### config.mk
export PLATFORM = sky130hd
export DESIGN_NAME = sso_top
export DESIGN_NICKNAME = d
export VERILOG_FILES = /design/src/common/sso_pkg.sv /design/src/design/sso_top.sv
export VERILOG_INCLUDE_DIRS = /design/src /design/src/common
export SDC_FILE = /design/constraint.sdc
export NUM_CORES = 1
export LEC_CHECK = 0
export BUFFER_PORTS_ARGS = -buffer_cell sky130_fd_sc_hd__buf_2
export CORE_MARGIN = 8
export CORE_UTILIZATION = 62
export CTS_BUF_LIST = sky130_fd_sc_hd__clkbuf_8
export DETAILED_ROUTE_END_ITERATION = 10
export PLACE_DENSITY = 0.87
export SETUP_SLACK_MARGIN = 0.4
export SYNTH_ARGS = -nofsm -noshare
export SYNTH_HDL_FRONTEND = slang
export SYNTH_SLANG_ARGS = --single-unit
### constraint.sdc
create_clock -name clk -period 3.2 [get_ports clk]
set_clock_uncertainty 0.1 [all_clocks]
set_input_delay 0.48 -clock clk [delete_from_list [all_inputs] [get_ports clk]]
set_output_delay 0.48 -clock clk [all_outputs]
set_load 0.005 [all_outputs]
### src/common/sso_cfg.svh
// Contract
// RQ1 - switchover enabled at reset; config bit 1 set keeps main supply always
// RQ2 - source status bit 6 reads 1 on main supply, 0 on battery
// RQ3 - select field 0b01: dc input below 1.2 V moves rail to battery
// RQ4 - select field zero: main supply below 2.75 V moves rail to battery
// RQ5 - irq1 field 0bX01: battery-control pin falling edge moves rail to battery
// RQ6 - return needs main above 2.75 V and, if enabled, dc above 1.2 V
// RQ7 - with pin enabled, return also needs battery-control pin high
// RQ8 - source switching never resets or halts the core
// RQ9 - metering ADCs flagged unavailable while battery feeds the rail
// RQ10 - shared interrupt off at reset; gated by enable bit 1 of enable reg two
// RQ11 - interrupt raised only for flags whose enable bit is set
// RQ12 - flags set on events regardless of enable bits
// RQ13 - flags latched until software writes 0 to the bit
// RQ14 - main to battery change sets flag bit 1, enable bit 1
// RQ15 - battery to main change sets flag bit 7, enable bit 7
// RQ16 - dc delta beyond threshold is an event, enable bit 3
// RQ17 - dc conversion periodic or on start write; ready flag set on result
// RQ18 - battery flag bit 2 on low reading or new reading, enable bit 2
// RQ19 - dc low flag bit 0 from comparator below 1.2 V, enable bit 0
// RQ20 - sag flag bit 5 on sustained line sag, enable bit 5
// RQ21 - dc-triggered switchover about 30 ms after dc drops
// RQ22 - wait about 130 ms after restore conditions before reconnecting
// RQ23 - comparators and pin synchronised before edge detection
`ifndef SSO_CFG_SVH
`define SSO_CFG_SVH
`define SSO_ADR_IRQEN2      8'ha9
`define SSO_ADR_ENABLE      8'hec
`define SSO_ADR_PERCFG      8'hf4
`define SSO_ADR_SWCFG       8'hf5
`define SSO_ADR_FLAGS       8'hf8
`define SSO_ADR_INTPIN      8'hff
`define SSO_ADR_CONVGO      8'hd8
`define SSO_BIT_DCLOW       0
`define SSO_BIT_SWO         1
`define SSO_BIT_BAT         2
`define SSO_BIT_DCDELTA     3
`define SSO_BIT_SAG         5
`define SSO_BIT_RESTORE     7
`define SSO_BIT_SRC         6
`define SSO_BIT_DISABLE     1
`define SSO_BIT_IRQ_GATE    1
`define SSO_FLAG_MASK       8'hbf
`define SSO_CLK_HZ          40000000
`define SSO_DC_DELAY_MS     30
`define SSO_RESTORE_MS      130
`define SSO_DC_CYC          ((`SSO_CLK_HZ / 1000) * `SSO_DC_DELAY_MS)
`define SSO_RESTORE_CYC     ((`SSO_CLK_HZ / 1000) * `SSO_RESTORE_MS)
`endif

### src/common/sso_pkg.sv
package sso_pkg;
  typedef enum logic [1:0] {
    SSO_MAIN,
    SSO_DC_WAIT,
    SSO_BATT,
    SSO_RESTORE
  } sso_state_t;
  typedef struct packed {
    logic       wr;
    logic       rd;
    logic [7:0] addr;
    logic [7:0] wdata;
  } sso_sfr_req_t;
  typedef struct packed {
    logic dc_low;
    logic dc_delta;
    logic dc_ready;
    logic bat_low;
    logic bat_new;
    logic sag;
  } sso_evt_t;
endpackage

### src/design/sso_top.sv
`timescale 1ns/10ps
`default_nettype none
`include "sso_cfg.svh"
module sso_top #(
  parameter int unsigned DC_CYC      = `SSO_DC_CYC,
  parameter int unsigned RESTORE_CYC = `SSO_RESTORE_CYC,
  parameter int unsigned CNT_W       = 23
) (
  input  wire logic                  clk,
  input  wire logic                  nrst,
  input  wire sso_pkg::sso_sfr_req_t sfr_req,
  output logic [7:0]                 sfr_rdata,
  input  wire logic                  main_ok_async,
  input  wire logic                  dc_ok_async,
  input  wire logic                  batt_ctrl_async,
  input  wire sso_pkg::sso_evt_t     evt,
  output logic                       rail_on_main,
  output logic                       metering_adc_avail,
  output logic                       dc_conv_start,
  output logic                       power_irq
);
  import sso_pkg::*;

  // ==========================================================
  // reset and input synchronisers
  // ==========================================================
  logic       rst_s1_ff;
  logic       rst_n_ff;
  logic [2:0] sync1_ff;
  logic [2:0] sync2_ff;
  logic       pin_prev_ff;

  // reset released through two flops
  always_ff @(posedge clk or negedge nrst) begin
    if (!nrst) begin
      rst_s1_ff <= 1'b0;
      rst_n_ff  <= 1'b0;
    end else begin
      rst_s1_ff <= 1'b1;
      rst_n_ff  <= rst_s1_ff;
    end
  end

  // RQ23 two-flop sync
  // first stage feeds only the second stage
  always_ff @(posedge clk or negedge rst_n_ff) begin
    if (!rst_n_ff) begin
      sync1_ff <= 3'h7;
      sync2_ff <= 3'h7;
    end else begin
      sync1_ff <= {batt_ctrl_async, dc_ok_async, main_ok_async};
      sync2_ff <= sync1_ff;
    end
  end

  logic main_ok;
  logic dc_ok;
  logic pin_hi;
  assign main_ok = sync2_ff[0];
  assign dc_ok   = sync2_ff[1];
  assign pin_hi  = sync2_ff[2];

  // RQ23 edge on synced pin
  always_ff @(posedge clk or negedge rst_n_ff) begin
    if (!rst_n_ff) begin
      pin_prev_ff <= 1'b1;
    end else begin
      pin_prev_ff <= pin_hi;
    end
  end

  logic pin_fall;
  assign pin_fall = pin_prev_ff & ~pin_hi;

  // ==========================================================
  // special function registers
  // ==========================================================
  logic [7:0] irqen2_ff;
  logic [7:0] enable_ff;
  logic [7:0] percfg_ff;
  logic [7:0] swcfg_ff;
  logic [7:0] intpin_ff;
  logic [7:0] flags_ff;
  logic       dc_start_ff;

  logic wr_irqen2;
  logic wr_enable;
  logic wr_percfg;
  logic wr_swcfg;
  logic wr_intpin;
  logic wr_flags;
  assign wr_irqen2 = sfr_req.wr && (sfr_req.addr == `SSO_ADR_IRQEN2);
  assign wr_enable = sfr_req.wr && (sfr_req.addr == `SSO_ADR_ENABLE);
  assign wr_percfg = sfr_req.wr && (sfr_req.addr == `SSO_ADR_PERCFG);
  assign wr_swcfg  = sfr_req.wr && (sfr_req.addr == `SSO_ADR_SWCFG);
  assign wr_intpin = sfr_req.wr && (sfr_req.addr == `SSO_ADR_INTPIN);
  assign wr_flags  = sfr_req.wr && (sfr_req.addr == `SSO_ADR_FLAGS);

  // RQ1 RQ10 plain rw registers, all zero at reset
  always_ff @(posedge clk or negedge rst_n_ff) begin
    if (!rst_n_ff) begin
      irqen2_ff <= 8'h00;
      enable_ff <= 8'h00;
      percfg_ff <= 8'h00;
      swcfg_ff  <= 8'h00;
      intpin_ff <= 8'h00;
    end else begin
      if (wr_irqen2) irqen2_ff <= sfr_req.wdata;
      if (wr_enable) enable_ff <= sfr_req.wdata;
      if (wr_percfg) percfg_ff <= sfr_req.wdata;
      if (wr_swcfg)  swcfg_ff  <= sfr_req.wdata;
      if (wr_intpin) intpin_ff <= sfr_req.wdata;
    end
  end

  // RQ17 start strobe on write of the start register
  always_ff @(posedge clk or negedge rst_n_ff) begin
    if (!rst_n_ff) begin
      dc_start_ff <= 1'b0;
    end else begin
      dc_start_ff <= sfr_req.wr && (sfr_req.addr == `SSO_ADR_CONVGO);
    end
  end
  assign dc_conv_start = dc_start_ff;

  // ==========================================================
  // switchover controller
  // ==========================================================
  sso_state_t       state_ff;
  sso_state_t       nxt_state;
  logic [CNT_W-1:0] cnt_ff;
  logic [CNT_W-1:0] nxt_cnt;
  logic             to_batt_pulse;
  logic             to_main_pulse;

  logic sw_disabled;
  logic sel_dc;
  logic sel_main;
  logic pin_en;
  logic restore_ok;
  assign sw_disabled = swcfg_ff[`SSO_BIT_DISABLE];
  assign sel_dc      = (swcfg_ff[1:0] == 2'b01);
  assign sel_main    = (swcfg_ff[1:0] == 2'b00);
  assign pin_en      = (intpin_ff[2:1] == 2'b01);

  // RQ6 RQ7 all enabled return conditions at once
  assign restore_ok = main_ok && (!sel_dc || dc_ok) && (!pin_en || pin_hi);

  // RQ8 only the rail moves; no reset or halt is produced here
  always_comb begin
    nxt_state     = state_ff;
    nxt_cnt       = cnt_ff;
    to_batt_pulse = 1'b0;
    to_main_pulse = 1'b0;
    unique case (state_ff)
      SSO_MAIN: begin
        // RQ1 disable bit keeps main selected
        if (sw_disabled) begin
          nxt_state = SSO_MAIN;
        // RQ4 RQ5 immediate moves
        end else if ((sel_main && !main_ok) || (pin_en && pin_fall)) begin
          nxt_state     = SSO_BATT;
          to_batt_pulse = 1'b1;
        // RQ3 dc input low starts the delay
        end else if (sel_dc && !dc_ok) begin
          nxt_state = SSO_DC_WAIT;
          nxt_cnt   = '0;
        end
      end
      SSO_DC_WAIT: begin
        if (sw_disabled || dc_ok) begin
          nxt_state = SSO_MAIN;
        end else if ((pin_en && pin_fall) || cnt_ff >= CNT_W'(DC_CYC - 1)) begin
          // RQ21 move after the dc delay
          nxt_state     = SSO_BATT;
          to_batt_pulse = 1'b1;
        end else begin
          nxt_cnt = cnt_ff + 1'b1;
        end
      end
      SSO_BATT: begin
        if (restore_ok || sw_disabled) begin
          nxt_state = SSO_RESTORE;
          nxt_cnt   = '0;
        end
      end
      SSO_RESTORE: begin
        if (!restore_ok && !sw_disabled) begin
          nxt_state = SSO_BATT;
        end else if (cnt_ff >= CNT_W'(RESTORE_CYC - 1)) begin
          // RQ22 reconnect after restore delay
          nxt_state     = SSO_MAIN;
          to_main_pulse = 1'b1;
        end else begin
          nxt_cnt = cnt_ff + 1'b1;
        end
      end
    endcase
  end

  // controller state and delay counter
  always_ff @(posedge clk or negedge rst_n_ff) begin
    if (!rst_n_ff) begin
      state_ff <= SSO_MAIN;
      cnt_ff   <= '0;
    end else begin
      state_ff <= nxt_state;
      cnt_ff   <= nxt_cnt;
    end
  end

  // RQ2 main while not on battery
  logic on_batt;
  assign on_batt            = (state_ff == SSO_BATT) || (state_ff == SSO_RESTORE);
  assign rail_on_main       = ~on_batt;
  // RQ9 metering adc unavailable on battery
  assign metering_adc_avail = ~on_batt;

  // ==========================================================
  // power event flags and interrupt
  // ==========================================================
  logic [7:0] set_vec;
  always_comb begin
    set_vec = 8'h00;
    // RQ12 RQ19 dc low comparator
    set_vec[`SSO_BIT_DCLOW]   = evt.dc_low;
    // RQ14 switchover event
    set_vec[`SSO_BIT_SWO]     = to_batt_pulse;
    // RQ18 battery low or new reading
    set_vec[`SSO_BIT_BAT]     = evt.bat_low | evt.bat_new;
    // RQ16 RQ17 delta event or conversion ready
    set_vec[`SSO_BIT_DCDELTA] = evt.dc_delta | evt.dc_ready;
    // RQ20 line sag
    set_vec[`SSO_BIT_SAG]     = evt.sag;
    // RQ15 restore event
    set_vec[`SSO_BIT_RESTORE] = to_main_pulse;
  end

  // RQ13 write zero clears; a same-cycle set wins
  // the set is merged after the clear so an event in the clearing cycle survives
  logic [7:0] nxt_flags;
  always_comb begin
    nxt_flags = flags_ff;
    if (wr_flags) begin
      nxt_flags = flags_ff & sfr_req.wdata;
    end
    nxt_flags = (nxt_flags | set_vec) & `SSO_FLAG_MASK;
  end

  // flag register; bit 6 never holds a one
  always_ff @(posedge clk or negedge rst_n_ff) begin
    if (!rst_n_ff) begin
      flags_ff <= 8'h00;
    end else begin
      flags_ff <= nxt_flags;
    end
  end

  // RQ11 flags that may interrupt
  logic [7:0] pend;
  assign pend = flags_ff & enable_ff;

  // RQ10 RQ11 gated shared request, registered
  always_ff @(posedge clk or negedge rst_n_ff) begin
    if (!rst_n_ff) begin
      power_irq <= 1'b0;
    end else begin
      power_irq <= irqen2_ff[`SSO_BIT_IRQ_GATE] && (|pend);
    end
  end

  // ==========================================================
  // read data path
  // ==========================================================
  // RQ2 live source bit over the stored peripheral bits
  logic [7:0] percfg_view;
  always_comb begin
    percfg_view               = percfg_ff;
    percfg_view[`SSO_BIT_SRC] = rail_on_main;
  end

  // read mux; unmapped addresses read zero
  logic [7:0] nxt_rdata;
  always_comb begin
    nxt_rdata = sfr_rdata;
    if (sfr_req.rd) begin
      unique case (sfr_req.addr)
        `SSO_ADR_IRQEN2: nxt_rdata = irqen2_ff;
        `SSO_ADR_ENABLE: nxt_rdata = enable_ff;
        `SSO_ADR_PERCFG: nxt_rdata = percfg_view;
        `SSO_ADR_SWCFG:  nxt_rdata = swcfg_ff;
        `SSO_ADR_FLAGS:  nxt_rdata = flags_ff;
        `SSO_ADR_INTPIN: nxt_rdata = intpin_ff;
        default:         nxt_rdata = 8'h00;
      endcase
    end
  end

  // read data holds until the next read, so a slow core can fetch it late
  always_ff @(posedge clk or negedge rst_n_ff) begin
    if (!rst_n_ff) begin
      sfr_rdata <= 8'h00;
    end else begin
      sfr_rdata <= nxt_rdata;
    end
  end
endmodule
`default_nettype wire

==> flow_summary.yaml <==
yosys:
  yosys.cell_types.count: 61
  netlist_area_um2: 4490
  ys_ff_latch: 90
  syn_inst: 427
  async_flop_share_pct: 100
  synth_ff_type: "dfrtp_1"
  syn_nets: 457
  yosys_warnings: 0
  synth_area_per_cell_um2: 10.5
  synthTopCellsByArea: "dfrtp_1, mux2_2, nand2_1"
  yosysTopAreaCellShare_pct: 46.3
  synth_edf_count: 0
  synth_top_area_cell: "dfrtp_1"
  yosysSeqAreaShare_pct: 50.3
run_status:
  status: "finished clean"
routing:
  route.detailed.drc: 0
  routed_wl_um: 10500
  wire_per_inst_um: 18.5
  antenna_left: 0
  first_pass_iters: 6
  vias: 3653
  vias_per_cell: 6.42
  initialDrtViolationCount: 213
setup_path:
  worstPathRequired_ns: 3.38
  reg2reg_from: "cnt_ff[8]"
  startpoint: "cnt_ff[8]"
  worstPathArrival_ns: 2.81
  worstSetupPathType: "reg -> reg"
  worstSetupStartpointType: "flip-flop"
  cp_max_fo: 8
  crit_path_end_kind: "flip-flop"
placement:
  gp_congestion: 0.872
  dp_worst_setup_slack_ns: 0.502
  place_hpwl_um: 7120
  io_buffers: 40
floorplan:
  core_area_um2: 7140
  fp.dieH_um: 101
  top_level_ports: 41
  initial_core_util_pct: 62.9
  rows: 31
  dieArea_um2: 10200
  die_w_um: 101
cts:
  h-tree-depth: 3
  cts_tree: "built"
  cts_buffer_depth: 2
  path_clk_slew_ns: 0.09
  root_buffer: "clkbuf_8"
  cts_sinks: 90
  clk_latency_ns: 0.37
  tritoncts.num_buffers: 9
run:
  cap_violations: 0
timing:
  rsz0062_at_grt: "false"
  postLayoutSetupSlackWorst_ns: 0.569
  slew_violations: 0
  timing.setup.tns_ns: 0
  period_needed_ns: 2.63
  period_share_pct: 82.2
  tightest_slew_ns: 1.10
  setup_violations: 0
  fmax_ghz: 0.380
  finalHoldViolCount: 0
  slew-limit-headroom_pct: 26.8
finish:
  final_common_cell: "dfrtp_1"
  drive_gt1_share_pct: 27.4
  post-route-util_pct: 69.8
  n_antenna_cell: 0
  area_growth_pct: 11.0
  num-nets-final: 495
  final_cell_mix: "dfrtp_1, nand2_1, mux2_2"
  n_fill_cell: 537
power_and_ir_drop:
  powerDensity_nw_per_um2: 459
  peakVddDrop_mv: 0.276
  leakage_nw: 2.14
grt:
  grt_use_total_pct: 21.7
  antenna_found_initial: 0
  grt_pass1_wl_um: 17400
  grt_pass1_vias: 3552
  grt_max_degree: 89
  grt_overflow: 0
worst_hold_path:
  min_path_type: "in -> reg"
  worstHoldStart: "batt_ctrl_async"
==> area by class of cell <==
cell class / instances / area, um2 / area share [%]
clock buffer: 9 / 124 / 2.48
clock inverter: 7 / 52.6 / 1.05
inverter: 5 / 18.8 / 0.377
multi-input combinational: 309 / 2120 / 42.6
sequential: 90 / 2260 / 45.4
tap: 99 / 124 / 2.48
timing repair buffer: 50 / 278 / 5.57
==> report_power, final <==
part / leakage, nW / switching [mW] / total, mW / internal [mW]
sequential: 1.16 / 0.112 / 1.33 / 1.22
clock: 0.0841 / 0.419 / 0.706 / 0.287
combinational: 0.898 / 0.133 / 0.252 / 0.119
total: 2.14 / 0.664 / 2.29 / 1.62
==> cell usage after synthesis (3+ instances only) <==
| master | count |
|---|---|
| o211ai_1 | 5 |
| nand2b_1 | 9 |
| or4_1 | 3 |
| buf_2 | 5 |
| mux2i_1 | 3 |
| dfrtp_1 | 83 |
| clkbuf_1 | 14 |
| dfstp_2 | 7 |
| a21oi_1 | 22 |
| nor2_1 | 33 |
| o21ai_0 | 13 |
| a222oi_1 | 8 |
| a22oi_1 | 16 |
| nand4_1 | 12 |
| o41ai_1 | 11 |
| and3_1 | 4 |
| or4b_1 | 3 |
| nand3_1 | 11 |
| and2_1 | 7 |
| nand2_1 | 51 |
| inv_1 | 4 |
| nor3_1 | 6 |
| mux2_2 | 42 |
| a31oi_1 | 9 |
==> registers in the layout (all words and copies together) (netlist names) <==
signal         count
cnt_ff            23
enable_ff          8
intpin_ff          8
irqen2_ff          8
sfr_rdata          8
swcfg_ff           8
flags_ff           7
percfg_ff          7
sync1_ff           3
sync2_ff           3
state_ff           2
dc_conv_start      1
pin_prev_ff        1
power_irq          1
rst_n_ff           1
rst_s1_ff          1
==> worst max-delay path, cell delays in order (launching register included) <==
cell	delay [ns]
dfrtp_1	0.47
and4_4	0.25
a211oi_2	0.26
o21ai_2	0.12
o41ai_4	0.40
buf_4	0.21
nor3b_2	0.20
or4b_1	0.45
o211ai_1	0.09
==> per-stage QoR <==
step	power (mW)	instance area (um2)	std cells	hold WS (ns)
6_report	2.29	4980	569	0.112
5_1_grt	2.40	4980	569	0.0986
4_1_cts	2.30	4960	568	0.0988
3_5_place_dp	1.60	4770	551	0.175
3_3_place_gp	1.58	4770	551	0.165
2_1_floorplan	1.50	4490	427	0.0844
==> final timing paths <==
path / end / slack [ns] / cells past startpoint
max: cnt_ff[20] / 0.57 / 8
min: sync1_ff[2] / 0.11 / 1
max reg2reg: cnt_ff[20] / 0.57 / 8
min reg2reg: sync2_ff[0] / 0.26 / 0
max in group asynchronous: cnt_ff[6] / 1.86 / 0
min in group asynchronous: rst_n_ff / 0.33 / 2
==> per-layer routing <==
layer  vias up  GRT usage [%]  share of wire [%]
met2       150           36.9                 52
li1       1684              -                  -
met1      1801           25.6                 39
met5         -              0                  0
met4         0           10.7                1.9
met3        18           4.35                7.4
==> cell families after synthesis <==
| kind of cell | count (synthesis) | synth area share (%) |
|---|---|---|
| flip-flops | 90 | 50.3 |
| other | 1 | 0.0835 |
| AND/OR/NAND/NOR | 164 | 19.4 |
| multiplexers | 45 | 11.2 |
| buffers and inverters | 28 | 2.73 |
| AO/OA/AOI/OAI | 98 | 15.9 |
| adder cells (fa/ha/maj) | 1 | 0.279 |
==> repair_timing <==
action | CTS | global route
resized for setup | 0 | 2
endpoints found under the hold margin | 2 | 0
buffers inserted | 0 | 1
endpoints found under the setup margin | 0 | 10
hold buffers | 1 | 0
(Power assumes the default switching activity.)
